### src/shared/acr_map.vh
`ifndef ACR_MAP_VH
`define ACR_MAP_VH
// Register indices; byte address is four times the index
`define ACR_IDX_TRIM 4'h3
`define ACR_IDX_CLAMP 4'h4
`define ACR_IDX_SER 4'h5
`define ACR_ADDR_W 6
// Baseline values
`define ACR_TRIM_BASE 8'h5b
`define ACR_CLAMP_BASE 8'h74
`define ACR_SER_BASE 8'h0e
// Trim fields
`define ACR_TRIM_RSV_HI 7
`define ACR_TRIM_RSV_LO 6
`define ACR_TRIM2_HI 5
`define ACR_TRIM2_LO 3
`define ACR_TRIM1_HI 2
`define ACR_TRIM1_LO 0
// Clamp fields
`define ACR_CLAMP_BUF_BIT 6
`define ACR_CLAMP_OE_BIT 5
`define ACR_CLAMP_LVL_HI 4
`define ACR_CLAMP_LVL_LO 0
`define ACR_CLAMP_LVL_MAX 5'h1d
// Serial output fields
`define ACR_SER_RST_BIT 7
`define ACR_SER_QUAD_BIT 3
`define ACR_SER_DRV_BIT 2
`define ACR_SER_SWING_HI 1
`define ACR_SER_SWING_LO 0
// Writable bit masks; bits outside a mask read zero (trim reserved bits 7:6 are writable and read back)
`define ACR_TRIM_MASK 8'hff
`define ACR_CLAMP_MASK 8'h7f
`define ACR_SER_MASK 8'h8f
`endif

### src/hdl/acr_regs.v
// How it works
// - Trim field two: 000/001/011/111 power steps
// - Trim field one uses same encoding
// - Bit 6 buffers ladder onto clamp pin
// - Bit 5 makes clamp pin an output
// - Clamp level 200mV plus 100mV per code
// - Serializer reset bit held until host clears
// - Bit 3 selects dual or quad lanes
// - Bit 2 enables all four output drivers in quad mode, only lanes one and two in dual
// - Dual lane keeps lanes zero, three off
// - Swing field selects amplitude and common mode
//
// Added by the designer: register access over Wishbone.
`include "acr_map.vh"

module acr_regs (
	input wire clk_i,
	input wire rst_i,
	input wire wb_cyc_i,
	input wire wb_stb_i,
	input wire wb_we_i,
	input wire [`ACR_ADDR_W-1:0] wb_adr_i,
	input wire [31:0] wb_dat_i,
	input wire [3:0] wb_sel_i,
	output reg [31:0] wb_dat_o,
	output reg wb_ack_o,
	output reg [1:0] adc_trim2_level_o,
	output reg [1:0] adc_trim1_level_o,
	output reg clamp_buffer_en_o,
	output reg clamp_voltage_pin_oe_o,
	output reg [4:0] clamp_level_o,
	output reg serializer_reset_o,
	output reg quad_lane_o,
	output reg [3:0] lane_enable_o,
	output reg [1:0] swing_sel_o,
	output reg common_mode_low_o
);

	reg [7:0] trim_q;
	reg [7:0] clamp_q;
	reg [7:0] ser_q;
	reg [31:0] rdata_d;
	reg [1:0] lvl2_d;
	reg [1:0] lvl1_d;
	reg [3:0] lanes_d;
	wire req;
	wire wr;
	wire [3:0] idx;
	wire hit;

	assign req = wb_cyc_i & wb_stb_i & ~wb_ack_o;
	assign wr = req & wb_we_i & wb_sel_i[0];
	assign idx = wb_adr_i[`ACR_ADDR_W-1:2];
	assign hit = (wb_adr_i[1:0] == 2'b00) &&
		(idx == `ACR_IDX_TRIM || idx == `ACR_IDX_CLAMP || idx == `ACR_IDX_SER);

	// Decode of non-binary trim code to power step 0..3 (25/50/75/100 %)
	function [1:0] trim_step;
		input [2:0] code;
		begin
			case (code)
				3'h0: trim_step = 2'h0;
				3'h1: trim_step = 2'h1;
				3'h3: trim_step = 2'h2;
				3'h7: trim_step = 2'h3;
				default: trim_step = 2'h2;
			endcase
		end
	endfunction

	// Registers come up at baseline; the host still rewrites them.
	// baseline load
	always @(posedge clk_i) begin
		if (rst_i) begin
			trim_q <= `ACR_TRIM_BASE;
			clamp_q <= `ACR_CLAMP_BASE;
			ser_q <= `ACR_SER_BASE;
		end else if (wr && hit) begin
			case (idx)
				`ACR_IDX_TRIM: trim_q <= wb_dat_i[7:0] & `ACR_TRIM_MASK;
				`ACR_IDX_CLAMP: clamp_q <= wb_dat_i[7:0] & `ACR_CLAMP_MASK;
				`ACR_IDX_SER: ser_q <= wb_dat_i[7:0] & `ACR_SER_MASK;
				default: ser_q <= ser_q;
			endcase
		end
	end

	always @* begin
		rdata_d = 32'h0000_0000;
		if (hit) begin
			case (idx)
				`ACR_IDX_TRIM: rdata_d[7:0] = trim_q;
				`ACR_IDX_CLAMP: rdata_d[7:0] = clamp_q;
				`ACR_IDX_SER: rdata_d[7:0] = ser_q;
				default: rdata_d = 32'h0000_0000;
			endcase
		end
	end

	// Unmapped addresses ack with zero data; writes there are dropped
	always @(posedge clk_i) begin
		if (rst_i) begin
			wb_ack_o <= 1'b0;
			wb_dat_o <= 32'h0000_0000;
		end else begin
			wb_ack_o <= req;
			wb_dat_o <= req ? rdata_d : 32'h0000_0000;
		end
	end

	always @* begin
		lvl2_d = trim_step(trim_q[`ACR_TRIM2_HI:`ACR_TRIM2_LO]);
		lvl1_d = trim_step(trim_q[`ACR_TRIM1_HI:`ACR_TRIM1_LO]);
		lanes_d = ser_q[`ACR_SER_DRV_BIT] ? 4'hf : 4'h0;
		if (!ser_q[`ACR_SER_QUAD_BIT])
			lanes_d = lanes_d & 4'h6;
	end

	always @(posedge clk_i) begin
		if (rst_i) begin
			adc_trim2_level_o <= 2'h2;
			adc_trim1_level_o <= 2'h2;
			clamp_buffer_en_o <= 1'b1;
			clamp_voltage_pin_oe_o <= 1'b1;
			clamp_level_o <= 5'h14;
			serializer_reset_o <= 1'b0;
			quad_lane_o <= 1'b1;
			lane_enable_o <= 4'hf;
			swing_sel_o <= 2'h2;
			common_mode_low_o <= 1'b1;
		end else begin
			adc_trim2_level_o <= lvl2_d;
			adc_trim1_level_o <= lvl1_d;
			clamp_buffer_en_o <= clamp_q[`ACR_CLAMP_BUF_BIT];
			clamp_voltage_pin_oe_o <= clamp_q[`ACR_CLAMP_OE_BIT];
			// level code; codes above max saturate
			if (clamp_q[`ACR_CLAMP_LVL_HI:`ACR_CLAMP_LVL_LO] > `ACR_CLAMP_LVL_MAX)
				clamp_level_o <= `ACR_CLAMP_LVL_MAX;
			else
				clamp_level_o <= clamp_q[`ACR_CLAMP_LVL_HI:`ACR_CLAMP_LVL_LO];
			serializer_reset_o <= ser_q[`ACR_SER_RST_BIT];
			quad_lane_o <= ser_q[`ACR_SER_QUAD_BIT];
			lane_enable_o <= lanes_d;
			swing_sel_o <= ser_q[`ACR_SER_SWING_HI:`ACR_SER_SWING_LO];
			common_mode_low_o <= ser_q[`ACR_SER_SWING_HI];
		end
	end

endmodule // acr_regs

### config.mk
export PLATFORM = sky130hd
export DESIGN_NAME = acr_regs
export DESIGN_NICKNAME = d
export VERILOG_FILES = /design/src/hdl/acr_regs.v
export VERILOG_INCLUDE_DIRS = /design/src /design/src/shared
export SDC_FILE = /design/constraint.sdc
export NUM_CORES = 1
export LEC_CHECK = 0
export BUFFER_PORTS_ARGS = -buffer_cell sky130_fd_sc_hd__buf_4
export CORE_ASPECT_RATIO = 1.4
export CORE_MARGIN = 5
export CORE_UTILIZATION = 35
export CTS_CLUSTER_DIAMETER = 80
export CTS_CLUSTER_SIZE = 30
export DETAILED_ROUTE_END_ITERATION = 8
export GPL_ROUTABILITY_DRIVEN = 0
export PLACE_DENSITY = 0.73
export SYNTH_ARGS = -nofsm -noshare
export SYNTH_HDL_FRONTEND = slang
export SYNTH_SLANG_ARGS = --single-unit
### constraint.sdc
create_clock -name clk_i -period 4.35 [get_ports clk_i]
set_clock_uncertainty 0.05 [all_clocks]
set_input_delay 0.87 -clock clk_i [delete_from_list [all_inputs] [get_ports clk_i]]
set_output_delay 0.87 -clock clk_i [all_outputs]
set_load 0.02 [all_outputs]
==> results of run 1 <==
## per-stage QoR
stage / instance area, um^2 / instances / util, % / setup WS, ps / hold WS [ps]
6_report: 2340 / 308 / 42.7 / 2150 / 410
5_1_grt: 2340 / 308 / 42.7 / 2060 / 450
4_1_cts: 2340 / 308 / 42.7 / 2140 / 416
3_5_place_dp: 2240 / 300 / 40.9 / 1820 / 394
3_3_place_gp: 2240 / 300 / 40.9 / 1790 / 387
2_1_floorplan: 2050 / 220 / - / 2300 / 360
## routing by layer
layer	GRT usage, %	up-vias	wire, um	share of wire (%)
li1	-	692	-	-
met1	12.6	646	1490	37
met2	19.0	58	2030	50
met3	3.78	7	430	11
met4	5.86	0	85	2.1
met5	0	-	0	0
## logic make-up (layout without fill, tap and decap cells)
kind of cell | count (synthesis) | after routing | share of synthesized area, %
buf+inv | 45 | 65 | 14.6
other cells | 1 | 24 | 0.191
simple gates | 66 | 66 | 20.9
flops | 46 | 46 | 46.8
xor+xnor | 2 | 2 | 0.891
mux | 20 | 20 | 10.4
compound gates | 17 | 17 | 6.11
## sequential cells by signal, summed over array words and instances, names as in the netlist
signal                  flops
clamp_q                     7
adc_trim1_level_o           2
trim_q                      8
clamp_buffer_en_o           1
quad_lane_o                 1
clamp_level_o               5
wb_dat_o                    8
serializer_reset_o          1
clamp_voltage_pin_oe_o      1
wb_ack_o                    1
swing_sel_o                 2
lane_enable_o               2
adc_trim2_level_o           2
ser_q                       5
## cells in the mapped netlist (all sizes together) (4+ instances only)
cell type / n / area share, %
nand2b: 12 / 3.8
nand2: 4 / 0.76
a22oi: 4 / 1.5
inv: 9 / 1.7
dfxtp: 46 / 47
and3b: 5 / 2.2
mux2i: 19 / 9.7
nor2: 25 / 4.8
a21oi: 4 / 1.0
buf: 31 / 12
clkbuf: 5 / 0.95
nor2b: 4 / 1.3
## cell usage in the layout (no fill, tap or decap)
master      count
conb_1         24
a21oi_1         4
nor3_1          1
and4bb_2        1
dfxtp_1        46
mux2i_1        19
clkinv_2        1
o21ai_0         2
or3_1           2
buf_4          48
nor3b_1         2
nand4bb_1       2
clkinvlp_4      1
o2111a_1        2
nand4b_1        2
nand2_1         4
inv_1           9
and4_1          2
nor4_2          1
o211ai_1        1
nor4b_4         1
nor4bb_1        2
a21o_1          2
nor2_1         25
and3b_1         5
a31oi_1         1
a22oi_1         4
a41oi_1         1
clkbuf_8        6
nor2b_1         4
mux2_4          1
nand2b_1       12
xor2_1          2
## worst max path at each step
stage                              endpoint  slack [ps]  depth (start not counted)
floorplan           clamp_q[3]$_SDFFE_PP0P_        2300                          4
global placement    clamp_q[3]$_SDFFE_PP0P_        1790                          4
detailed placement  clamp_q[3]$_SDFFE_PP0P_        1820                          4
CTS                 clamp_q[3]$_SDFFE_PP0P_        2140                          4
global route        clamp_q[3]$_SDFFE_PP0P_        2060                          4
finish              clamp_q[3]$_SDFFE_PP0P_        2150                          4
## worst max-delay path: stages
cell and delay, ps:
buf_4 160, nor4b_4 430, o2111a_1 540, mux2_4 340
## cell type report
cell class	count	area, um^2
Clock buffer	6	82.6
Clock inverter	2	12.5
Fill cell	547	3150
Inverter	9	33.8
Multi-Input combinational cell	129	845
Sequential cell	46	921
Tap cell	68	85.1
Timing Repair Buffer	48	360
## where the power goes
| group | total, mW | internal, mW | switching [mW] |
|---|---|---|---|
| logic | 0.0614 | 0.0218 | 0.0396 |
| clock network | 0.267 | 0.128 | 0.140 |
| registers | 0.421 | 0.421 | 0.000380 |
| total | 0.750 | 0.571 | 0.179 |
==> metrics.cfg, run 1 <==
[outcome]
outcome=complete, no violations

[clock_network]
clk_latency_ps=300
cts_buffers=5
cts_buffer_depth=2
hold_buffers=0
ctsResizeCount=0
htree_levels=2
clkSinkCount=46
clkSlewWorstSetupHoldPaths_ps=80
cts_root_buf=clkbuf_8
cts_setup_buffers=0
cts_tree=yes

[min_path]
hp-start=ser_q[1]$_SDFFE_PP1P_
min_path_type=reg2reg
hold_path_end=swing_sel_o[1]$_SDFF_PP1_
min_delay_path_depth=2

[die]
ios=100
start_util_pct=35.9
dieArea_um2=7240
coreArea_um2=5490
die_h_um=98.7
die_w_um=73.4
row_count=32

[grt]
grt_pass1_wl_um=6240
grt_max_degree=40
grt_pass1_vias=1296
grt_remaining_overflow=0
track_usage_pct=11.4
antenna_found_initial=0

[critical_path]
rr_worst_depth=3
end_kind=flip-flop
path_max_fanout=13
reg2reg_to=clamp_q[3]$_SDFFE_PP0P_
start_kind=input port
startpoint=wb_adr_i[3]
worst-setup-path-type=in2reg
r2r_slack_ps=2640
required_ps=4490
critical_path_arrival_ps=2340
timing.rr.start=wb_ack_o$_SDFF_PP0_

[sta]
finalCriticalPeriod_ps=2200
fin_crit_sh_pct=50.6
setup_viol=0
worst_pin_slew_ps=789
rsz0062_at_grt=false
slew_headroom_pct=47.2
fin_setup_tns_ps=0
hold_viol=0
drv_slew=0
fmax_ghz=0.455

[detailed_routing]
antenna_left=0
vias=1403
wl_per_cell_um=13.1
dr.pass1.iters=4
drtIter0Drc=96
drc_errors=0
viasPerCell=4.56
wl_um=4040

[finish]
layout-drive-gt1-share_pct=25.0
layout.nets=286
num_antenna_cells=0
area_growth_pct=19.0

[power_and_ir_drop]
p_per_area_nw_per_um2=321
irDropWorstVdd_v=0.000107
finalPower_mw=0.750
leakage_nw=0.950

[logic_synthesis]
ys_seq_area_share_pct=46.8
synth_top_flop_cell=dfxtp_1
ys_warn_count=0
synth_area_per_cell_um2=9.98
async_flop_share_pct=0
netlist_area_um2=1970
synth_edf_count=0
ys_ff_latch=46
synth_cell_type_count=33
synthCells=197

[placed_design]
portBuffers=48
hpwlAfterDp_um=3020

[run]
maxCapViolations=0

(Power assumes the default switching activity.)
==> inputs of run 2 (changes only) <==
==> constraint.sdc (replaced) <==
create_clock -name clk_i -period 2.04 [get_ports clk_i]
set_clock_uncertainty 0.05 [all_clocks]
set_input_delay 0.408 -clock clk_i [delete_from_list [all_inputs] [get_ports clk_i]]
set_output_delay 0.408 -clock clk_i [all_outputs]
set_load 0.02 [all_outputs]
==> run 2 against run 1 <==
Effect of this change:
- clock power rose by 150%
- sequential cell count did not move
- critical path depth did not move
- cell count rose by 1.6%
- sequential share of layout area fell by 0.80 points
- non-clock buffer count rose by 5
- critical endpoint is now clamp_q[6]$_SDFFE_PP1P_
- largest cell class unchanged
- largest power group unchanged
==> metrics.cfg, run 2 (synthesis results as in run 1) <==
[outcome]
outcome=complete, no violations

[placed_design]
dpl_cell_area_um2=2280
hpwlAfterDp_um=3110
dpl_worst_slack_ps=203
portBuffers=48

[finish]
fill_cells=567
fin_area_um2=2390
area_growth_pct=21.4
layout_common_cells=buf_4, dfxtp_1, nor2_1
num_antenna_cells=0
largestRegisters=trim_q: 8 flops, wb_dat_o: 8 flops, clamp_q: 7 flops
layout.nets=291
layout_commonest_cell=buf_4
layout-drive-gt1-share_pct=25.7

[sta]
finalCriticalPeriod_ps=1560
fmax_ghz=0.640
fin_crit_sh_pct=76.6
fin_setup_tns_ps=0
setup_viol=0
setup_ws_ps=476
slew_headroom_pct=45.9
rsz0062_at_grt=false
drv_slew=0
hold_viol=0
worst_pin_slew_ps=808

[critical_path]
end_kind=flip-flop
start_kind=flip-flop
worst-setup-path-type=reg2reg
required_ps=2220
critical_path_arrival_ps=1740
rr_worst_depth=4
path_max_fanout=4

[power_and_ir_drop]
seq_power_share_pct=53.3
p_comb_share_pct=7.9
p_per_area_nw_per_um2=706
p_int_mw=1.31
swShare_pct=22.2
p_clk_share_pct=38.8
leakage_nw=0.982
finalPower_mw=1.69
irDropWorstVdd_v=0.000305
switching_power_mw=0.374

[die]
ios=100
die_h_um=98.7
row_count=32
dieArea_um2=7240
start_util_pct=35.9
coreArea_um2=5490
die_w_um=73.4

[detailed_routing]
viasPerCell=4.53
drc_errors=0
drtIter0Drc=84
wl_per_cell_um=13.2
antenna_left=0
dr.pass1.iters=3
vias=1419
wl_um=4130

[min_path]
min_delay_path_depth=2
min_path_type=in2reg

[run]
maxCapViolations=0

[clock_network]
clk_latency_ps=290
clkSlewWorstSetupHoldPaths_ps=80
clkSinkCount=46
cts_tree=yes
hold_buffers=0
ctsResizeCount=0
cts_buffer_depth=2
cts_setup_buffers=0
cts_buffers=5
cts_root_buf=clkbuf_8
htree_levels=2

[grt]
antenna_found_initial=0
grt_max_degree=39
track_usage_pct=11.6
grt_remaining_overflow=0
grt_pass1_vias=1333
grt_pass1_wl_um=6380

==> run 2: cell types whose count changed in the layout (fill, tap and decap cells not counted), sizes merged <==
cell and delta:
buf +5, bufinv +1, clkbuf +1, clkinv -1, clkinvlp -1
==> run 2: worst max-delay path, cell delays in order, from the launching register on <==
cell and delay [ps]:
dfxtp_1 340, nor4_2 340, o2111a_1 390, buf_4 200
mux2i_1 180
==> run 2: layer usage <==
metal  wire (um)  track usage (%)  vias to the layer above  part of all wire (%)
met5           0                0                        -                     0
met4          68             5.02                        0                   1.6
met3         392             4.08                        6                   9.5
met2        2070             19.2                       52                    50
met1        1600             13.2                      658                    39
li1            -                -                      703                     -
==> run 2: power by group through the flow <==
stage	logic [mW]	registers (mW)	clock network, mW
after floorplan	0.118	0.921	0
after global placement	0.130	0.920	0
after detailed placement	0.132	0.920	0
after CTS	0.133	0.899	0.678
after global routing	0.144	0.899	0.726
final	0.133	0.899	0.655
==> run 2: cell type report <==
type                       instances  area (um^2)  share of cell area (%)
sequential                        46          921                    38.6
tap                               68         85.1                    3.56
clock inverter                     1         30.0                    1.26
timing repair buffer              53          398                    16.7
clock buffer                       7         76.3                    3.20
inverter                           9         33.8                    1.41
multi-input combinational        129          845                    35.4
==> run 2: final timing paths <==
path | start | endpoint | slack (ps)
worst max-delay path | wb_ack_o$_SDFF_PP0_ | clamp_q[6]$_SDFFE_PP1P_ | 480
worst max register to register | wb_ack_o$_SDFF_PP0_ | clamp_q[6]$_SDFFE_PP1P_ | 480
worst min register to register | clamp_q[6]$_SDFFE_PP1P_ | clamp_buffer_en_o$_SDFF_PP1_ | 410
worst min-delay path | rst_i | wb_ack_o$_SDFF_PP0_ | 240
==> run 2: metrics by stage <==
stage,hold WS [ps],instances,utilization [%]
2_1_floorplan,360,220,-
3_3_place_gp,386,305,41.6
3_5_place_dp,397,305,41.6
4_1_cts,231,313,43.5
5_1_grt,231,313,43.5
6_report,241,313,43.5
==> inputs of run 3 (changes only) <==
==> constraint.sdc (replaced) <==
create_clock -name clk_i -period 1.55 [get_ports clk_i]
set_clock_uncertainty 0.05 [all_clocks]
set_input_delay 0.31 -clock clk_i [delete_from_list [all_inputs] [get_ports clk_i]]
set_output_delay 0.31 -clock clk_i [all_outputs]
set_load 0.02 [all_outputs]
==> run 3 against run 2 <==
Effect of this change:
- sequential share of layout area fell by 1.2 points
- core utilization rose by 1.4 points
- critical endpoint is now clamp_q[3]$_SDFFE_PP0P_
- critical path depth fell by 1
- non-clock buffer count rose by 9
- register-to-register slack got worse by 320 ps
- critical path type unchanged
- first-iteration DRC count fell by 36%
==> metrics.cfg, run 3 (synthesis results as in run 1) <==
[grt]
grt_util_met3_pct=3.47
antenna_found_initial=0
grt_remaining_overflow=0
grt.busiest_layer=met2
met2_usage_pct=20.8
grt_pass1_vias=1436
track_usage_pct=11.4
grt_pass1_wl_um=6360
use_met1_pct=11.9
grt_max_degree=39

[placed_design]
dpl_cell_area_um2=2370
portBuffers=48
dpl_worst_slack_ps=-61.7
hpwlAfterDp_um=3240

[finish]
fin_area_um2=2460
layout_commonest_cell=buf_4
layout_common_cells=buf_4, dfxtp_1, nor2_1
area_growth_pct=25.3
fin_util_pct=44.9
layout-drive-gt1-share_pct=29.2
layout.nets=300
largestRegisters=trim_q: 8 flops, wb_dat_o: 8 flops, clamp_q: 7 flops
fill_cells=557
num_antenna_cells=0

[sta]
rsz0062_at_grt=false
whs_ps=155
hold_viol=0
fin_crit_sh_pct=89.9
finalCriticalPeriod_ps=1390
fmax_ghz=0.718
setup_viol=0
setup_ws_ps=157
drv_slew=0

[clock_network]
cts_tree=yes
cts_buffer_depth=2
cts_buffers=5
clkSinkCount=46
cts_root_buf=clkbuf_8
clk_latency_ps=290
clkSlewWorstSetupHoldPaths_ps=80
htree_levels=2

[detailed_routing]
dr.pass1.iters=4
drc_errors=0
viasPerCell=4.53
vias=1455
wl_per_cell_um=13.1
antenna_left=0
wl_um=4190
drtIter0Drc=54

[die]
die_h_um=98.7
die_w_um=73.4
ios=100
coreArea_um2=5490
dieArea_um2=7240
start_util_pct=35.9
row_count=32

[outcome]
outcome=complete, no violations

[power_and_ir_drop]
p_per_area_nw_per_um2=830
irDropWorstVdd_v=0.000410
leakage_nw=1.02

[min_path]
min_path_type=in2reg

[critical_path]
cpPeakStageDelay_ps=350
cpMaxStageDelayCell=dfxtp_1
worst-setup-path-type=reg2reg
end_kind=flip-flop
critical_path_arrival_ps=1530
required_ps=1690
start_kind=flip-flop
worstPathCellList=nor4_4 > o2111a_2 > mux2_4
path_max_fanout=3

[run]
maxCapViolations=0

## run 3: final cells by class
cell class	count	area, um^2	area share [%]
inverters	9	33.8	1.37
multi-input cells	129	855	34.7
clock inverters	2	10.0	0.406
clock buffers	5	68.8	2.79
flip-flops and latches	46	921	37.4
well taps	68	85.1	3.45
repair buffers	62	490	19.9
## run 3: timing repair
item | 4_1_cts | 5_1_grt
setup endpoints to repair | 0 | 6
hold buffers | 0 | 0
buffers inserted | 0 | 0
resized for setup | 0 | 2
## run 3: worst paths after layout
| kind | endpoint | slack [ps] | from | depth (start not counted) |
|---|---|---|---|---|
| setup reg to reg | clamp_q[3]$_SDFFE_PP0P_ | 160 | wb_ack_o$_SDFF_PP0_ | 3 |
| hold / removal | wb_ack_o$_SDFF_PP0_ | 160 | rst_i | 2 |
| hold reg to reg | clamp_buffer_en_o$_SDFF_PP1_ | 410 | clamp_q[6]$_SDFFE_PP1P_ | 2 |
| setup / recovery | clamp_q[3]$_SDFFE_PP0P_ | 160 | wb_ack_o$_SDFF_PP0_ | 3 |
## run 3: metal layers
| metal | up-vias | share of wire [%] |
|---|---|---|
| met5 | - | 0 |
| met4 | 0 | 1.7 |
| met3 | 6 | 9.1 |
| met2 | 52 | 52 |
| met1 | 676 | 37 |
| li1 | 721 | - |
## run 3: power by group
group	switching (mW)	internal [mW]	leakage [nW]
registers	0.00144	1.18	0.371
clock network	0.368	0.303	0.0438
logic	0.116	0.0751	0.606
## run 3: stage by stage
| step | instances | total power, mW | setup TNS [ps] |
|---|---|---|---|
| global route | 321 | 2.13 | 0 |
| floorplan | 220 | 1.37 | 0 |
| CTS | 321 | 2.07 | 0 |
| global placement | 314 | 1.40 | -146 |
| finish | 321 | 2.04 | 0 |
| detailed placement | 314 | 1.40 | -354 |
## run 3: worst max-delay path: cells and delay by family (launching register included)
| kind | cells | cell delay, ps |
|---|---|---|
| flops | 1 | 350 |
| simple gates | 1 | 310 |
| compound gates | 1 | 290 |
| mux | 1 | 300 |
